$ cat src/rtl/status_bank_defs.svh
`ifndef STATUS_BANK_DEFS_SVH
`define STATUS_BANK_DEFS_SVH

// width of every status register in the bank
`define REG_WIDTH        16
// number of calculation windows and sensors
`define WINDOW_COUNT     8
`define SENSOR_COUNT     4
// error code width and values as reported by sensors and calc blocks
`define ERR_CODE_WIDTH   16
`define ERR_DATA_STALE   16'hff1a
`define ERR_DATA_DOUBT   16'hff19
// field positions
`define WINDOW_LSB       1
`define WINDOW_MSB       8
`define SENSOR_DATA_LSB  1
`define SENSOR_DATA_MSB  4
`define SENSOR_ZERO_LSB  5
`define SENSOR_ZERO_MSB  8
// bits that carry meaning in any register of the bank (1 to 8)
`define USED_BITS        16'h01fe
// reset values
`define COND_RESET       16'h0000
`define EVENT_RESET      16'h0000
`define MASK_RESET       16'h0000

`endif

$ cat src/rtl/status_bank_pkg.sv
`default_nettype none

package status_bank_pkg;

  // query selector: which part of which register is read
  typedef enum logic [2:0] {
    SEL_LOW_LIVE,
    SEL_LOW_LATCHED,
    SEL_HIGH_LIVE,
    SEL_HIGH_LATCHED,
    SEL_SENSOR_LIVE,
    SEL_SENSOR_LATCHED,
    SEL_VIEW_LIVE,
    SEL_VIEW_LATCHED
  } query_sel_t;

  typedef logic [15:0] status_word_t;

endpackage

`default_nettype wire

$ cat src/rtl/limit_and_quality_status_regs.sv
`timescale 1ns/10ps
`default_nettype none
`include "status_bank_defs.svh"

module limit_and_quality_status_regs (
  input  wire logic                          clk_in,
  input  wire logic                          reset_in,
  input  wire logic [7:0]                    window_below_low_in,
  input  wire logic [7:0]                    window_above_high_in,
  input  wire logic                          low_bound_check_switch_in,
  input  wire logic                          high_bound_check_switch_in,
  input  wire logic [7:0]                    low_enable_mask_in,
  input  wire logic [7:0]                    high_enable_mask_in,
  input  wire logic [3:0]                    sensor_err_valid_in,
  input  wire logic [3:0][15:0]              sensor_err_code_in,
  input  wire logic [3:0]                    sensor_zero_stale_in,
  input  wire logic [7:0]                    calc_err_valid_in,
  input  wire logic [7:0][15:0]              calc_err_code_in,
  input  wire logic [15:0]                   sensor_rising_edge_mask_in,
  input  wire logic [15:0]                   sensor_falling_edge_mask_in,
  input  wire logic [15:0]                   view_rising_edge_mask_in,
  input  wire logic [15:0]                   view_falling_edge_mask_in,
  input  wire logic                          query_strobe_in,
  input  wire status_bank_pkg::query_sel_t   query_sel_in,
  output logic [15:0]                        query_data_out,
  output logic                               query_valid_out,
  output logic                               low_bound_summary_out,
  output logic                               high_bound_summary_out
);

  // ------------------------------------------------------------
  // helper functions
  // ------------------------------------------------------------

  // transition filter: rising and falling changes through their masks
  function automatic status_bank_pkg::status_word_t edge_hits(
    input status_bank_pkg::status_word_t prev,
    input status_bank_pkg::status_word_t cur,
    input status_bank_pkg::status_word_t rise,
    input status_bank_pkg::status_word_t fall
  );
    edge_hits = ((~prev & cur & rise) | (prev & ~cur & fall)) & `USED_BITS;
  endfunction

  // error code check for questionable or stale data
  function automatic logic is_bad_code(input logic [15:0] code, input logic allow_stale);
    is_bad_code = (code == `ERR_DATA_DOUBT) || (allow_stale && (code == `ERR_DATA_STALE));
  endfunction

  // ------------------------------------------------------------
  // live condition parts
  // ------------------------------------------------------------

  status_bank_pkg::status_word_t low_live;
  status_bank_pkg::status_word_t high_live;
  status_bank_pkg::status_word_t sensor_live;
  status_bank_pkg::status_word_t view_live;
  status_bank_pkg::status_word_t next_sensor_live;
  status_bank_pkg::status_word_t next_view_live;

  // decode sensor and calc-block error reports into flag bits
  always_comb begin
    next_sensor_live = `COND_RESET;
    next_view_live   = `COND_RESET;
    for (int s = 0; s < `SENSOR_COUNT; s++) begin
      next_sensor_live[`SENSOR_DATA_LSB + s] = sensor_err_valid_in[s] && is_bad_code(sensor_err_code_in[s], 1'b1);
      next_sensor_live[`SENSOR_ZERO_LSB + s] = sensor_zero_stale_in[s];
    end
    for (int w = 0; w < `WINDOW_COUNT; w++) begin
      next_view_live[`WINDOW_LSB + w] = calc_err_valid_in[w] && is_bad_code(calc_err_code_in[w], 1'b0);
    end
  end

  // limit comparisons land in bits 1 to 8, others stay zero
  always_ff @(posedge clk_in) begin
    if (reset_in) begin
      low_live  <= `COND_RESET;
      high_live <= `COND_RESET;
    end else begin
      low_live  <= {7'h00, window_below_low_in, 1'b0};
      high_live <= {7'h00, window_above_high_in, 1'b0};
    end
  end

  // questionable condition parts
  always_ff @(posedge clk_in) begin
    if (reset_in) begin
      sensor_live <= `COND_RESET;
      view_live   <= `COND_RESET;
    end else begin
      sensor_live <= next_sensor_live & `USED_BITS;
      view_live   <= next_view_live & `USED_BITS;
    end
  end

  // ------------------------------------------------------------
  // transition masks of the limit groups
  // ------------------------------------------------------------

  status_bank_pkg::status_word_t low_rise_mask;
  status_bank_pkg::status_word_t low_fall_mask;
  status_bank_pkg::status_word_t high_rise_mask;
  status_bank_pkg::status_word_t high_fall_mask;

  // switching a check on arms the rising mask on all windows
  always_ff @(posedge clk_in) begin
    if (reset_in) begin
      low_rise_mask  <= `MASK_RESET;
      low_fall_mask  <= `MASK_RESET;
      high_rise_mask <= `MASK_RESET;
      high_fall_mask <= `MASK_RESET;
    end else begin
      low_rise_mask  <= low_bound_check_switch_in ? `USED_BITS : `MASK_RESET;
      low_fall_mask  <= `MASK_RESET;
      high_rise_mask <= high_bound_check_switch_in ? `USED_BITS : `MASK_RESET;
      high_fall_mask <= `MASK_RESET;
    end
  end

  // ------------------------------------------------------------
  // previous conditions and transition hits
  // ------------------------------------------------------------

  status_bank_pkg::status_word_t low_prev;
  status_bank_pkg::status_word_t high_prev;
  status_bank_pkg::status_word_t sensor_prev;
  status_bank_pkg::status_word_t view_prev;
  status_bank_pkg::status_word_t low_hits;
  status_bank_pkg::status_word_t high_hits;
  status_bank_pkg::status_word_t sensor_hits;
  status_bank_pkg::status_word_t view_hits;

  // last cycle's conditions, for edge detection
  always_ff @(posedge clk_in) begin
    if (reset_in) begin
      low_prev    <= `COND_RESET;
      high_prev   <= `COND_RESET;
      sensor_prev <= `COND_RESET;
      view_prev   <= `COND_RESET;
    end else begin
      low_prev    <= low_live;
      high_prev   <= high_live;
      sensor_prev <= sensor_live;
      view_prev   <= view_live;
    end
  end

  assign low_hits    = edge_hits(low_prev, low_live, low_rise_mask, low_fall_mask);
  assign high_hits   = edge_hits(high_prev, high_live, high_rise_mask, high_fall_mask);
  assign sensor_hits = edge_hits(sensor_prev, sensor_live, sensor_rising_edge_mask_in, sensor_falling_edge_mask_in);
  assign view_hits   = edge_hits(view_prev, view_live, view_rising_edge_mask_in, view_falling_edge_mask_in);

  // ------------------------------------------------------------
  // latched event parts
  // ------------------------------------------------------------

  status_bank_pkg::status_word_t low_latched;
  status_bank_pkg::status_word_t high_latched;
  status_bank_pkg::status_word_t sensor_latched;
  status_bank_pkg::status_word_t view_latched;
  logic                          rd_low;
  logic                          rd_high;
  logic                          rd_sensor;
  logic                          rd_view;

  // which event part is read and so cleared this cycle
  assign rd_low    = query_strobe_in && (query_sel_in == status_bank_pkg::SEL_LOW_LATCHED);
  assign rd_high   = query_strobe_in && (query_sel_in == status_bank_pkg::SEL_HIGH_LATCHED);
  assign rd_sensor = query_strobe_in && (query_sel_in == status_bank_pkg::SEL_SENSOR_LATCHED);
  assign rd_view   = query_strobe_in && (query_sel_in == status_bank_pkg::SEL_VIEW_LATCHED);

  // sticky events, a new hit wins over a clearing read
  always_ff @(posedge clk_in) begin
    if (reset_in) begin
      low_latched    <= `EVENT_RESET;
      high_latched   <= `EVENT_RESET;
      sensor_latched <= `EVENT_RESET;
      view_latched   <= `EVENT_RESET;
    end else begin
      low_latched    <= (rd_low ? `EVENT_RESET : low_latched) | low_hits;
      high_latched   <= (rd_high ? `EVENT_RESET : high_latched) | high_hits;
      sensor_latched <= (rd_sensor ? `EVENT_RESET : sensor_latched) | sensor_hits;
      view_latched   <= (rd_view ? `EVENT_RESET : view_latched) | view_hits;
    end
  end

  // ------------------------------------------------------------
  // query answer and summary bits
  // ------------------------------------------------------------

  status_bank_pkg::status_word_t next_query_data;

  // select the addressed part
  always_comb begin
    case (query_sel_in)
      status_bank_pkg::SEL_LOW_LIVE:       next_query_data = low_live;
      status_bank_pkg::SEL_LOW_LATCHED:    next_query_data = low_latched;
      status_bank_pkg::SEL_HIGH_LIVE:      next_query_data = high_live;
      status_bank_pkg::SEL_HIGH_LATCHED:   next_query_data = high_latched;
      status_bank_pkg::SEL_SENSOR_LIVE:    next_query_data = sensor_live;
      status_bank_pkg::SEL_SENSOR_LATCHED: next_query_data = sensor_latched;
      status_bank_pkg::SEL_VIEW_LIVE:      next_query_data = view_live;
      status_bank_pkg::SEL_VIEW_LATCHED:   next_query_data = view_latched;
      default:                             next_query_data = `COND_RESET;
    endcase
  end

  // answer one cycle after the strobe, held until the next strobe
  always_ff @(posedge clk_in) begin
    if (reset_in) begin
      query_data_out  <= `COND_RESET;
      query_valid_out <= 1'b0;
    end else begin
      query_valid_out <= query_strobe_in;
      if (query_strobe_in) begin
        query_data_out <= next_query_data & `USED_BITS;
      end
    end
  end

  // summaries toward the parent operation register
  always_ff @(posedge clk_in) begin
    if (reset_in) begin
      low_bound_summary_out  <= 1'b0;
      high_bound_summary_out <= 1'b0;
    end else begin
      low_bound_summary_out  <= |(low_latched[`WINDOW_MSB:`WINDOW_LSB] & low_enable_mask_in);
      high_bound_summary_out <= |(high_latched[`WINDOW_MSB:`WINDOW_LSB] & high_enable_mask_in);
    end
  end
endmodule

`default_nettype wire

$ cat config.mk
export PLATFORM = sky130hd
export DESIGN_NAME = limit_and_quality_status_regs
export DESIGN_NICKNAME = d
export VERILOG_FILES = /design/src/rtl/status_bank_pkg.sv /design/src/rtl/limit_and_quality_status_regs.sv
export VERILOG_INCLUDE_DIRS = /design/src /design/src/rtl
export SDC_FILE = /design/constraint.sdc
export NUM_CORES = 1
export LEC_CHECK = 0
export BUFFER_PORTS_ARGS = -buffer_cell sky130_fd_sc_hd__buf_4
export CORE_AREA = 2 2 128 130
export CTS_CLUSTER_SIZE = 30
export DETAILED_ROUTE_END_ITERATION = 7
export DIE_AREA = 0 0 130 132
export GPL_TIMING_DRIVEN = 0
export HOLD_SLACK_MARGIN = 0.12
export PLACE_DENSITY = 0.6
export SYNTH_ARGS = -nofsm -noshare
export SYNTH_HDL_FRONTEND = slang
export SYNTH_SLANG_ARGS = --single-unit
$ cat constraint.sdc
create_clock -name clk_in -period 2.04 [get_ports clk_in]
set_clock_uncertainty 0.05 [all_clocks]
set_input_delay 0.204 -clock clk_in [delete_from_list [all_inputs] [get_ports clk_in]]
set_output_delay 0.204 -clock clk_in [all_outputs]
set_load 0.005 [all_outputs]
# Word level (Yosys, flattened, before mapping)
# Cells that the tools add are included.
[word_totals] ff_bits=161 input_bits=312 output_inout_bits=19 word_cells=97
[op_classes] eq_ne=23 n_mux=7 bitwise_logic=26 n_reduce_logical=23
[ops] op="16-bit == test, second input constant" n=16
[ops] op="9-bit bitwise AND" n=12
[ops] op="9-bit case mux with 8 select lines" n=1
[ops] op="16-bit two-way mux" n=4
[ops] op="16-bit by 9-bit OR with 16-bit output" n=4
[ops] op="9-bit NOT" n=6
[ops] op="9-bit two-way mux" n=2
[ops] op="9-bit OR" n=2
[ops] op="8-bit bitwise AND" n=2
[ops] op="1-bit logical AND" n=16
[ops] op="8-bit OR reduction" n=2
[ops] op="3-bit == test, second input constant" n=4
[ops] op="3-bit by 2-bit == test with 1-bit output, second input constant" n=2
[ops] op="1-bit logical OR" n=4
[ops] op="3-bit by 1-bit == test with 1-bit output, second input constant" n=1
[ops] op="3-bit logical NOT" n=1

# Logic depth before layout (Yosys ltp)
# Gate-level depths: netlist (run 1).
[logic_depth] ltp_word=5 mapped_depth=6 depth_no_buf=4

# Least setup slack after synthesis (run 1)
# No wires, ideal clock.
[synth_timing] path_type="input -> register" from="input reset_in" to="register view_live[6]" setup_ps=88 arrival_time_ps=1131 required_ps=1902 setup_slack_ps=772 stages=4 n_path_buf=2 path_cell_list="buf_6 > buf_6 > or4b_4 > nor4_2"
[synth_lines] item="start, declared" line="limit_and_quality_status_regs.sv:7" source="input wire logic reset_in,"
[synth_lines] item="end signal, assigned" line="limit_and_quality_status_regs.sv:89" source="view_live <= `COND_RESET;"
[synth_lines] item="end signal, assigned" line="limit_and_quality_status_regs.sv:92" source="view_live <= next_view_live & `USED_BITS;"
[synth_lines] item="end, declared" line="limit_and_quality_status_regs.sv:57" source="status_bank_pkg::status_word_t view_live;"

# Worst setup path after layout (run 1)
[layout_timing] from="input calc_err_code_in[125] (netlist name)" to="register view_live[8]"
[layout_between] elab_chain_cells=2
[layout_rtl] item="start, declared" line="limit_and_quality_status_regs.sv:18" source="input wire logic [7:0][15:0] calc_err_code_in,"
[layout_rtl] item="16-bit == test (no source line)"
[layout_rtl] item="1-bit logical AND" line="limit_and_quality_status_regs.sv:70" source="next_view_live[`WINDOW_LSB + w] = calc_err_valid_in[w] && is_bad_code(calc_err_code_in[w], 1'b0);"
# No other way between the ends.
# A chain may end at the register's enable or synchronous reset.

==> results of run 1 <==
-- placed cells by master (no fill, tap or decap), drive strengths merged, types with 7 or more instances in the layout --
master and instances:
a22oi 8, nor4bb 8, clkbuf 22, inv 18
nand3b 23, o22ai 7, a21oi 17, a32o 16
nor4 11, dfxtp 109, mux2i 20, nand4b 8
nand4 22, nor2b 60, o21ai 19, buf 307
dlygate4sd3 101, conb 8, nor2 25, nand2 30
or4b 8
-- worst min-delay path: stages --
cell and delay, ps:
buf_4 110, nand4_1 100, nor4_2 60
-- logic make-up (layout without fill, tap and decap cells) --
group / Yosys count / count (layout) / synth area share, %
other: 1 / 8 / 0.08055
muxes: 20 / 20 / 4.300
buffers and inverters: 49 / 453 / 5.321
AOI/OAI and AO/OA: 89 / 89 / 13.57
and+or+nand+nor: 213 / 213 / 29.11
xor gates and xnor gates: 4 / 4 / 0.7524
DFF: 109 / 109 / 46.87
-- flip-flops by register name, summed over array words and instances (netlist names) --
signal and cells:
high_latched 8, high_live 8, high_prev 8, low_latched 8
low_live 8, low_prev 8, query_data_out 8, sensor_latched 8
sensor_live 8, sensor_prev 8, view_latched 8, view_live 8
view_prev 8, high_bound_summary_out 1, high_rise_mask 1, low_bound_summary_out 1
low_rise_mask 1, query_valid_out 1
-- metrics by stage --
| step | setup slack (ps) | power (mW) | util (%) |
|---|---|---|---|
| 3_5_place_dp | 71.81 | 3.002 | 45.23 |
| 4_1_cts | 28.97 | 4.894 | 53.53 |
| 2_1_floorplan | 771.6 | 2.494 | - |
| 3_3_place_gp | 110.7 | 2.985 | 45.23 |
| 6_report | -12.84 | 4.864 | 53.75 |
| 5_1_grt | -51.75 | 5.052 | 53.75 |
-- final timing paths --
kind,start,endpoint,slack (ps),depth (start not counted)
worst max register to register,high_latched[7],query_data_out[7],740,4
worst min register to register,query_data_out[1],query_data_out[1],400,2
worst min-delay path,calc_err_code_in[90],view_live[6],120,3
worst max-delay path,calc_err_code_in[125],view_live[8],-10,6
-- cell type report --
class | instances | area [µm²]
clock inverters | 5 | 60.06
inverters | 18 | 67.56
multi-input cells | 334 | 2277
fillers | 1423 | 7267
plain buffers | 31 | 180.2
flip-flops and latches | 109 | 2182
well taps | 216 | 270.3
repair buffers | 388 | 3166
clock buffers | 11 | 242.7
-- power by group through the flow --
stage	clock network, mW	registers (mW)	logic, mW
5_1_grt	1.89	2.24	0.913
3_3_place_gp	0	2.29	0.700
2_1_floorplan	0	2.27	0.224
4_1_cts	1.81	2.24	0.842
6_report	1.78	2.24	0.849
3_5_place_dp	0	2.29	0.714
-- layer usage --
layer	vias to the layer above	GRT usage, %
li1	2571	-
met2	211	39.53
met4	0	8.722
met5	-	0
met3	41	3.125
met1	2386	22.55
-- timing repair --
| item | CTS | global route |
|---|---|---|
| setup buffers | 0 | 0 |
| endpoints found under the hold margin | 36 | 1 |
| endpoints found under the setup margin | 0 | 5 |
| hold buffers | 100 | 1 |
| resized for setup | 0 | 4 |
==> flow_metrics.tcl, run 1 <==
set metrics [dict create \
    die_h_um 132 \
    comb_power_share_pct 17.5 \
    violations "setup timing" \
    status "finished, violations left" \
    dpl-instance-area_um2 7107 \
    final_hold_viol_count 0 \
    cts_buffers 9 \
    tritoncts "yes" \
    finalSetupViolations 1 \
    grt_pass1_vias 5376 \
    final_area_um2 8446 \
    drt-wirelength-per-cell_um 16.53 \
    relSlewSlack_pct 47.95 \
    wl_met3_um 929 \
    grt_first_pass_wirelength_mm 27.41 \
    synth_area_um2 4656 \
    power_density_nw_per_um2 576.0 \
    synth_cells 485 \
    synth-edff-count 0 \
    synthArstFlopShare_pct 0 \
    htree_levels 3 \
    synthTopCellsByArea "dfxtp_1 (47%), nor2b_1 (7.9%), mux2i_1 (4.3%), nand3b_1 (3.7%), a32o_1 (3.4%)" \
    ant_nets 0 \
    wl_met1_mm 6.892 \
    yosysUniqueCellTypes 43 \
    via_count 5209 \
    period_needed_ps 2053 \
    maxSlewViolCount 0 \
    clock_latency_ps 350 \
    die_w_um 130 \
    synth_common_cells "dfxtp_1 (109), nor2b_1 (59), nand2_1 (30)" \
    top_layer "met4" \
    rsz0062_at_grt "yes" \
    cts.path.max_buffers 2 \
    cp_cell_sequence "dlygate4sd3_1 -> buf_4 -> nand4_1 -> dlygate4sd3_1 -> nor4_2 -> dlygate4sd3_1" \
    path_clk_slew_ps 70 \
    drtPass1Iterations 5 \
    ys_seq_area_share_pct 46.87 \
    hpwl_mm 14.21 \
    start_kind "primary input" \
    critPathArrivalTime_ps 2300 \
    avgSynthCellArea_um2 9.599 \
    p_int_mw 3.758 \
    core-area_um2 15710 \
    cp-end-kind "flop" \
    synth_top_area_share_pct 46.87 \
    power_frac_clock_pct 36.5 \
    placedCellCount 995 \
    antenna_found_initial 0 \
    ir_drop_mv 0.4338 \
    ys.flop_type "dfxtp_1" \
    core.rowCount 46 \
    initial_core_util_pct 29.63 \
    path_max_fanout 1 \
    crit_family "buffers and inverters" \
    final_nets 1203 \
    dr_wl_met2_mm 9.965 \
    track_usage_pct 20.84 \
    p_leak_nw 3.554 \
    cpMaxStageDelayCell "dlygate4sd3_1" \
    drc_errors 0 \
    clockRootBuffer "clkbuf_16" \
    swShare_pct 22.74 \
    ios 331 \
    grt_remaining_overflow 0 \
    hold_class "primary input to flop" \
    holdWs_ps 123.5 \
    crit_path_max_incr_delay_ps 590 \
    io_buffers 287 \
    synth_top_cell_by_area "dfxtp_1" \
    layoutNonFillerInstCount 1112 \
    cp.required_ps 2280 \
    dr.first_iter.drc_count 309 \
    area_delta_synth_final_pct 81.40 \
    routed_wl_mm 18.38 \
    grt_max_degree 18 \
    fmax_mhz 487.1 \
    min_period_over_period_pct 100.6 \
    cts.sink_count 109 \
    finalSetupTns_ps -12.84 \
    seqPwrFrac_pct 46.0 \
    power_switching_mw 1.106 \
    cap_violations 0 \
    crit_top_cell "dlygate4sd3_1" \
    diodes 0 \
    ys_warn_count 0 \
    drive_gt1_share_pct 37.05 \
    die_area_um2 17160 \
    place_congestion 0.8242 \
    synth_seq_cells 109 \
    setup_ws_ps -12.84 \
    crit_buf_inv 4 \
    worst_pin_slew_ps 780.8 \
    worstSetupPathType "primary input to flop" \
    vias_per_cell 4.684 \
    yosysMostFrequentCell "dfxtp_1" \
]
Note: power is estimated with default switching activity, not from simulation.
==> inputs of run 2 (changes only) <==
- BUFFER_PORTS_ARGS: -buffer_cell sky130_fd_sc_hd__buf_4 -> default
- DONT_BUFFER_PORTS: default -> 1
- PLACE_DENSITY: 0.6 -> 0.42
- TNS_END_PERCENT: default -> 1
==> run 2 against run 1 <==
Compared with the run above:
- the run now ends clean
- non-clock buffer count is 282 lower
- count of clock-buffer cells in the layout stayed put
- global-route usage fell by 2.4 points
- die area did not move
- clock power up 3%
- critical path type unchanged
- maximum frequency grew 4.7%
- wire length shrank 11%
- worst setup slack better by 91 ps
- cell area decreased by 25%
==> flow_metrics.tcl, run 2 (synthesis results as in run 1) <==
set metrics [dict create \
    ios 331 \
    crit_top_cell "dlygate4sd3_1" \
    power_frac_clock_pct 40.8 \
    cpMaxStageDelayCell "dlygate4sd3_1" \
    die_h_um 132 \
    drtPass1Iterations 4 \
    cts.sink_count 109 \
    power_density_nw_per_um2 711.5 \
    area_delta_synth_final_pct 35.90 \
    period_needed_ps 1962 \
    final_hold_viol_count 0 \
    crit_buf_inv 3 \
    hpwl_mm 12.51 \
    ant_nets 0 \
    grt_max_degree 17 \
    relSlewSlack_pct 46.27 \
    ir_drop_mv 0.3619 \
    dr.first_iter.drc_count 226 \
    min_path_cells 4 \
    cts.path.max_buffers 2 \
    htree_levels 3 \
    p_leak_nw 2.231 \
    maxSlewViolCount 0 \
    post-cts-setup-buffers 0 \
    min_period_over_period_pct 96.15 \
    path_max_fanout 1 \
    seqPwrFrac_pct 49.8 \
    finalSetupViolations 0 \
    fmax_mhz 509.8 \
    worst_pin_slew_ps 806.0 \
    antenna_found_initial 3 \
    path_clk_slew_ps 70 \
    track_usage_pct 18.43 \
    vias_per_cell 5.006 \
    crit_path_max_incr_delay_ps 580 \
    core.rowCount 46 \
    path_depth 5 \
    place_congestion 0.8105 \
    rsz0062_at_grt "no" \
    grt_pass1_vias 4233 \
    drt-wirelength-per-cell_um 19.57 \
    start_kind "primary input" \
    core-area_um2 15710 \
    hold_class "primary input to flop" \
    routed_wl_mm 16.29 \
    dpl-instance-area_um2 4952 \
    grt_first_pass_wirelength_mm 23.28 \
    clock_latency_ps 350 \
    via_count 4165 \
    layout_commonest_cell "dfxtp_1" \
    cp_cell_sequence "dlygate4sd3_1 -> nand4_1 -> dlygate4sd3_1 -> nor4_1 -> dlygate4sd3_1" \
    status "completed" \
    cp-end-kind "flop" \
    die_area_um2 17160 \
    power_switching_mw 1.003 \
    drive_gt1_share_pct 6.362 \
    p_int_mw 3.499 \
    critPathArrivalTime_ps 2210 \
    cp.required_ps 2290 \
    tritoncts "yes" \
    clockRootBuffer "clkbuf_16" \
    die_w_um 130 \
    io_buffers 0 \
    final_nets 921 \
    comb_power_share_pct 9.3 \
    final_area_um2 6327 \
    r2r_cells 5 \
    drc_errors 0 \
    cap_violations 0 \
    cts_buffers 9 \
    final_cell_mix "dfxtp_1 (109), dlygate4sd3_1 (106), nor2b_1 (59)" \
    swShare_pct 22.27 \
    worstSetupPathType "primary input to flop" \
    crit_family "buffers and inverters" \
    grt_remaining_overflow 0 \
    cts.repair.resized 0 \
    holdWs_ps 112.8 \
    initial_core_util_pct 29.63 \
]
-- run 2: power groups by stage --
stage	registers (mW)	logic, mW	clock network, mW
finish	2.24	0.420	1.84
global route	2.25	0.455	1.98
CTS	2.24	0.423	1.90
detailed placement	2.29	0.294	0
global placement	2.29	0.291	0
floorplan	2.27	0.224	0
-- run 2: worst paths after layout --
path | start | to | slack, ps
hold reg to reg | query_data_out[2] | query_data_out[2] | 420
setup reg to reg | view_live[1] | view_latched[1] | 630
hold / removal | sensor_rising_edge_mask_in[5] | sensor_latched[5] | 110
setup / recovery | sensor_err_code_in[24] | sensor_live[2] | 80
-- run 2: per-stage QoR --
stage          utilization, %  instances  setup slack (ps)  total power, mW  TNS (ps)
2_1_floorplan               -        492             771.6            2.494         0
3_3_place_gp            31.52        708             18.82            2.584         0
3_5_place_dp            31.52        708            -54.64            2.587    -459.4
4_1_cts                 40.22        829             124.4            4.565         0
5_1_grt                 40.27        832             9.931            4.688         0
6_report                40.27        832             78.48            4.502         0
-- run 2: what timing repair did --
item	CTS	global route
endpoints found under the setup margin	0	0
hold endpoints to repair	55	0
hold buffers	106	0
-- run 2: final cells by class --
cell class	instances	area (µm²)
fillers	1564	9385
multi-input cells	334	2252
flip-flops and latches	109	2182
repair buffers	106	1061
well taps	216	270.3
clock buffers	11	232.7
plain buffers	31	180.2
clock inverters	4	73.82
inverters	18	67.56
diodes	3	7.507
-- run 2: layer usage --
metal	vias to the layer above	GRT usage, %	share of wire (%)
met5	-	0	0
met2	180	33.48	53
li1	2012	-	-
met1	1949	20.79	39
met3	24	4.586	5.2
met4	0	6.033	2.5
-- run 2: tightest hold or removal path, cell delays in order --
cell	delay [ps]
nand3b_1	50
o21ai_0	100
a21oi_1	50
nor2_1	70
==> inputs of run 3 (changes only) <==
- GPL_TIMING_DRIVEN: 0 -> default
==> run 3 against run 2 <==
Compared with the run above:
- flip-flop and latch count unchanged
- largest power group unchanged
- critical path depth unchanged
- maximum frequency decreased by 0.42%
- power decreased by 2.8%
- die area unchanged
- utilization decreased by 1.8 points
==> flow_metrics.tcl, run 3 (synthesis results as in run 1) <==
set metrics [dict create \
    die_w_um 130 \
    grt_max_degree 87 \
    cp_cell_sequence "dlygate4sd3_1 -> nand4_1 -> dlygate4sd3_1 -> nor4_2 -> dlygate4sd3_1" \
    seqPwrFrac_pct 51.3 \
    routed_wl_mm 15.04 \
    cts.path.max_buffers 2 \
    final_hold_viol_count 0 \
    maxSlewViolCount 0 \
    p_int_mw 3.384 \
    finalSetupViolations 0 \
    path_max_fanout 1 \
    path_clk_slew_ps 70 \
    clock_latency_ps 350 \
    htree_levels 3 \
    worstSetupPathType "primary input to flop" \
    area_delta_synth_final_pct 29.88 \
    clockRootBuffer "clkbuf_16" \
    grt_remaining_overflow 0 \
    dpl-instance-area_um2 4787 \
    fillers 1586 \
    drtPass1Iterations 4 \
    core-area_um2 15710 \
    diodes 0 \
    drt-wirelength-per-cell_um 19.14 \
    hpwl_mm 10.98 \
    grt_pass1_vias 3952 \
    initial_core_util_pct 29.63 \
    hold_class "primary input to flop" \
    cts_buffers 9 \
    ant_nets 0 \
    grt_first_pass_wirelength_mm 21.78 \
    track_usage_pct 16.98 \
    die_area_um2 17160 \
    relSlewSlack_pct 59.18 \
    core.rowCount 46 \
    cp.required_ps 2290 \
    drive_gt1_share_pct 5.088 \
    ios 331 \
    power_density_nw_per_um2 723.7 \
    cp-end-kind "flop" \
    p_leak_nw 2.144 \
    vias_per_cell 5.045 \
    cts.sink_count 109 \
    place_congestion 0.8123 \
    critPathArrivalTime_ps 2220 \
    worst_pin_slew_ps 611.0 \
    period_needed_ps 1970 \
    tritoncts "yes" \
    final_cell_mix "dfxtp_1 (109), dlygate4sd3_1 (89), nor2b_1 (59)" \
    start_kind "primary input" \
    dr.first_iter.drc_count 195 \
    crit_top_cell "dlygate4sd3_1" \
    final_area_um2 6047 \
    comb_power_share_pct 7.6 \
    cpMaxStageDelayCell "dlygate4sd3_1" \
    io_buffers 0 \
    fmax_mhz 507.7 \
    cap_violations 0 \
    layout_commonest_cell "dfxtp_1" \
    die_h_um 132 \
    via_count 3965 \
    swShare_pct 22.68 \
    antenna_found_initial 0 \
    ir_drop_mv 0.3966 \
    min_period_over_period_pct 96.56 \
    drc_errors 0 \
    finalPower_mw 4.377 \
    final_nets 877 \
    status "completed" \
    crit_path_max_incr_delay_ps 580 \
    power_frac_clock_pct 41.1 \
    power_switching_uw 992.6 \
]
-- run 3: cell count changes in the layout (fill, tap and decap cells not counted), sizes merged --
cell,before,now
bufinv,2,1
inv,18,19
clkbuf,22,10
clkinvlp,0,2
buf,20,3
diode,3,0
dlymetal6s4s,0,1
dlygate4sd3,106,89
-- run 3: final timing paths --
| path | startpoint | to | slack, ps | cells past startpoint |
|---|---|---|---|---|
| worst max-delay path | sensor_err_code_in[24] | sensor_live[2] | 70 | 5 |
| worst min-delay path | sensor_rising_edge_mask_in[7] | sensor_latched[7] | 120 | 4 |
| worst max register to register | high_latched[2] | high_bound_summary_out | 80 | 4 |
| worst min register to register | query_data_out[3] | query_data_out[3] | 430 | 2 |
-- run 3: final cells by class --
type | instances | area (µm²) | share of cell area, %
flip-flops and latches | 109 | 2182 | 36.09
clock buffers | 10 | 239.0 | 3.952
multi-input cells | 334 | 2271 | 37.55
inverters | 18 | 67.56 | 1.117
clock inverters | 6 | 71.32 | 1.179
repair buffers | 93 | 945.9 | 15.64
well taps | 216 | 270.3 | 4.469
-- run 3: timing repair --
| item | in CTS | in global routing |
|---|---|---|
| gates resized for setup | 0 | 4 |
| endpoints found under the setup margin | 0 | 3 |
| setup buffers | 0 | 0 |
| hold buffers | 91 | 0 |
| endpoints found under the hold margin | 93 | 0 |
-- run 3: per-layer routing --
layer | wire, µm | share of wire, % | vias up | track usage, %
li1 | - | - | 1916 | -
met1 | 6104 | 41 | 1858 | 19.71
met2 | 7719 | 51 | 177 | 30.05
met3 | 927 | 6.2 | 14 | 4.830
met4 | 289 | 1.9 | 0 | 5.018
met5 | 0 | 0 | - | 0
-- run 3: power by group through the flow --
stage | Clock (mW) | Combinational, mW | Sequential (mW)
CTS | 1.87 | 0.335 | 2.24
global route | 1.96 | 0.366 | 2.25
floorplan | 0 | 0.224 | 2.27
global placement | 0 | 0.190 | 2.29
detailed placement | 0 | 0.194 | 2.29
finish | 1.80 | 0.333 | 2.24
-- run 3: stage by stage --
step                      std cells  setup slack [ps]  hold slack (ps)  utilization, %  TNS (ps)
after floorplan                 492             771.6            282.2               -         0
after global placement          679             771.3            235.2           30.47         0
after detailed placement        679             756.9            235.8           30.47         0
after CTS                       786             120.8            124.3           38.35         0
after global routing            786            -22.14            143.4           38.49    -22.14
final                           786             70.17            120.0           38.49         0
-- run 3: worst max-delay path: cells and delay by family --
| kind | cells | cell delay [ps] |
|---|---|---|
| buffers and inverters | 3 | 1680 |
| AND/OR/NAND/NOR | 2 | 330 |
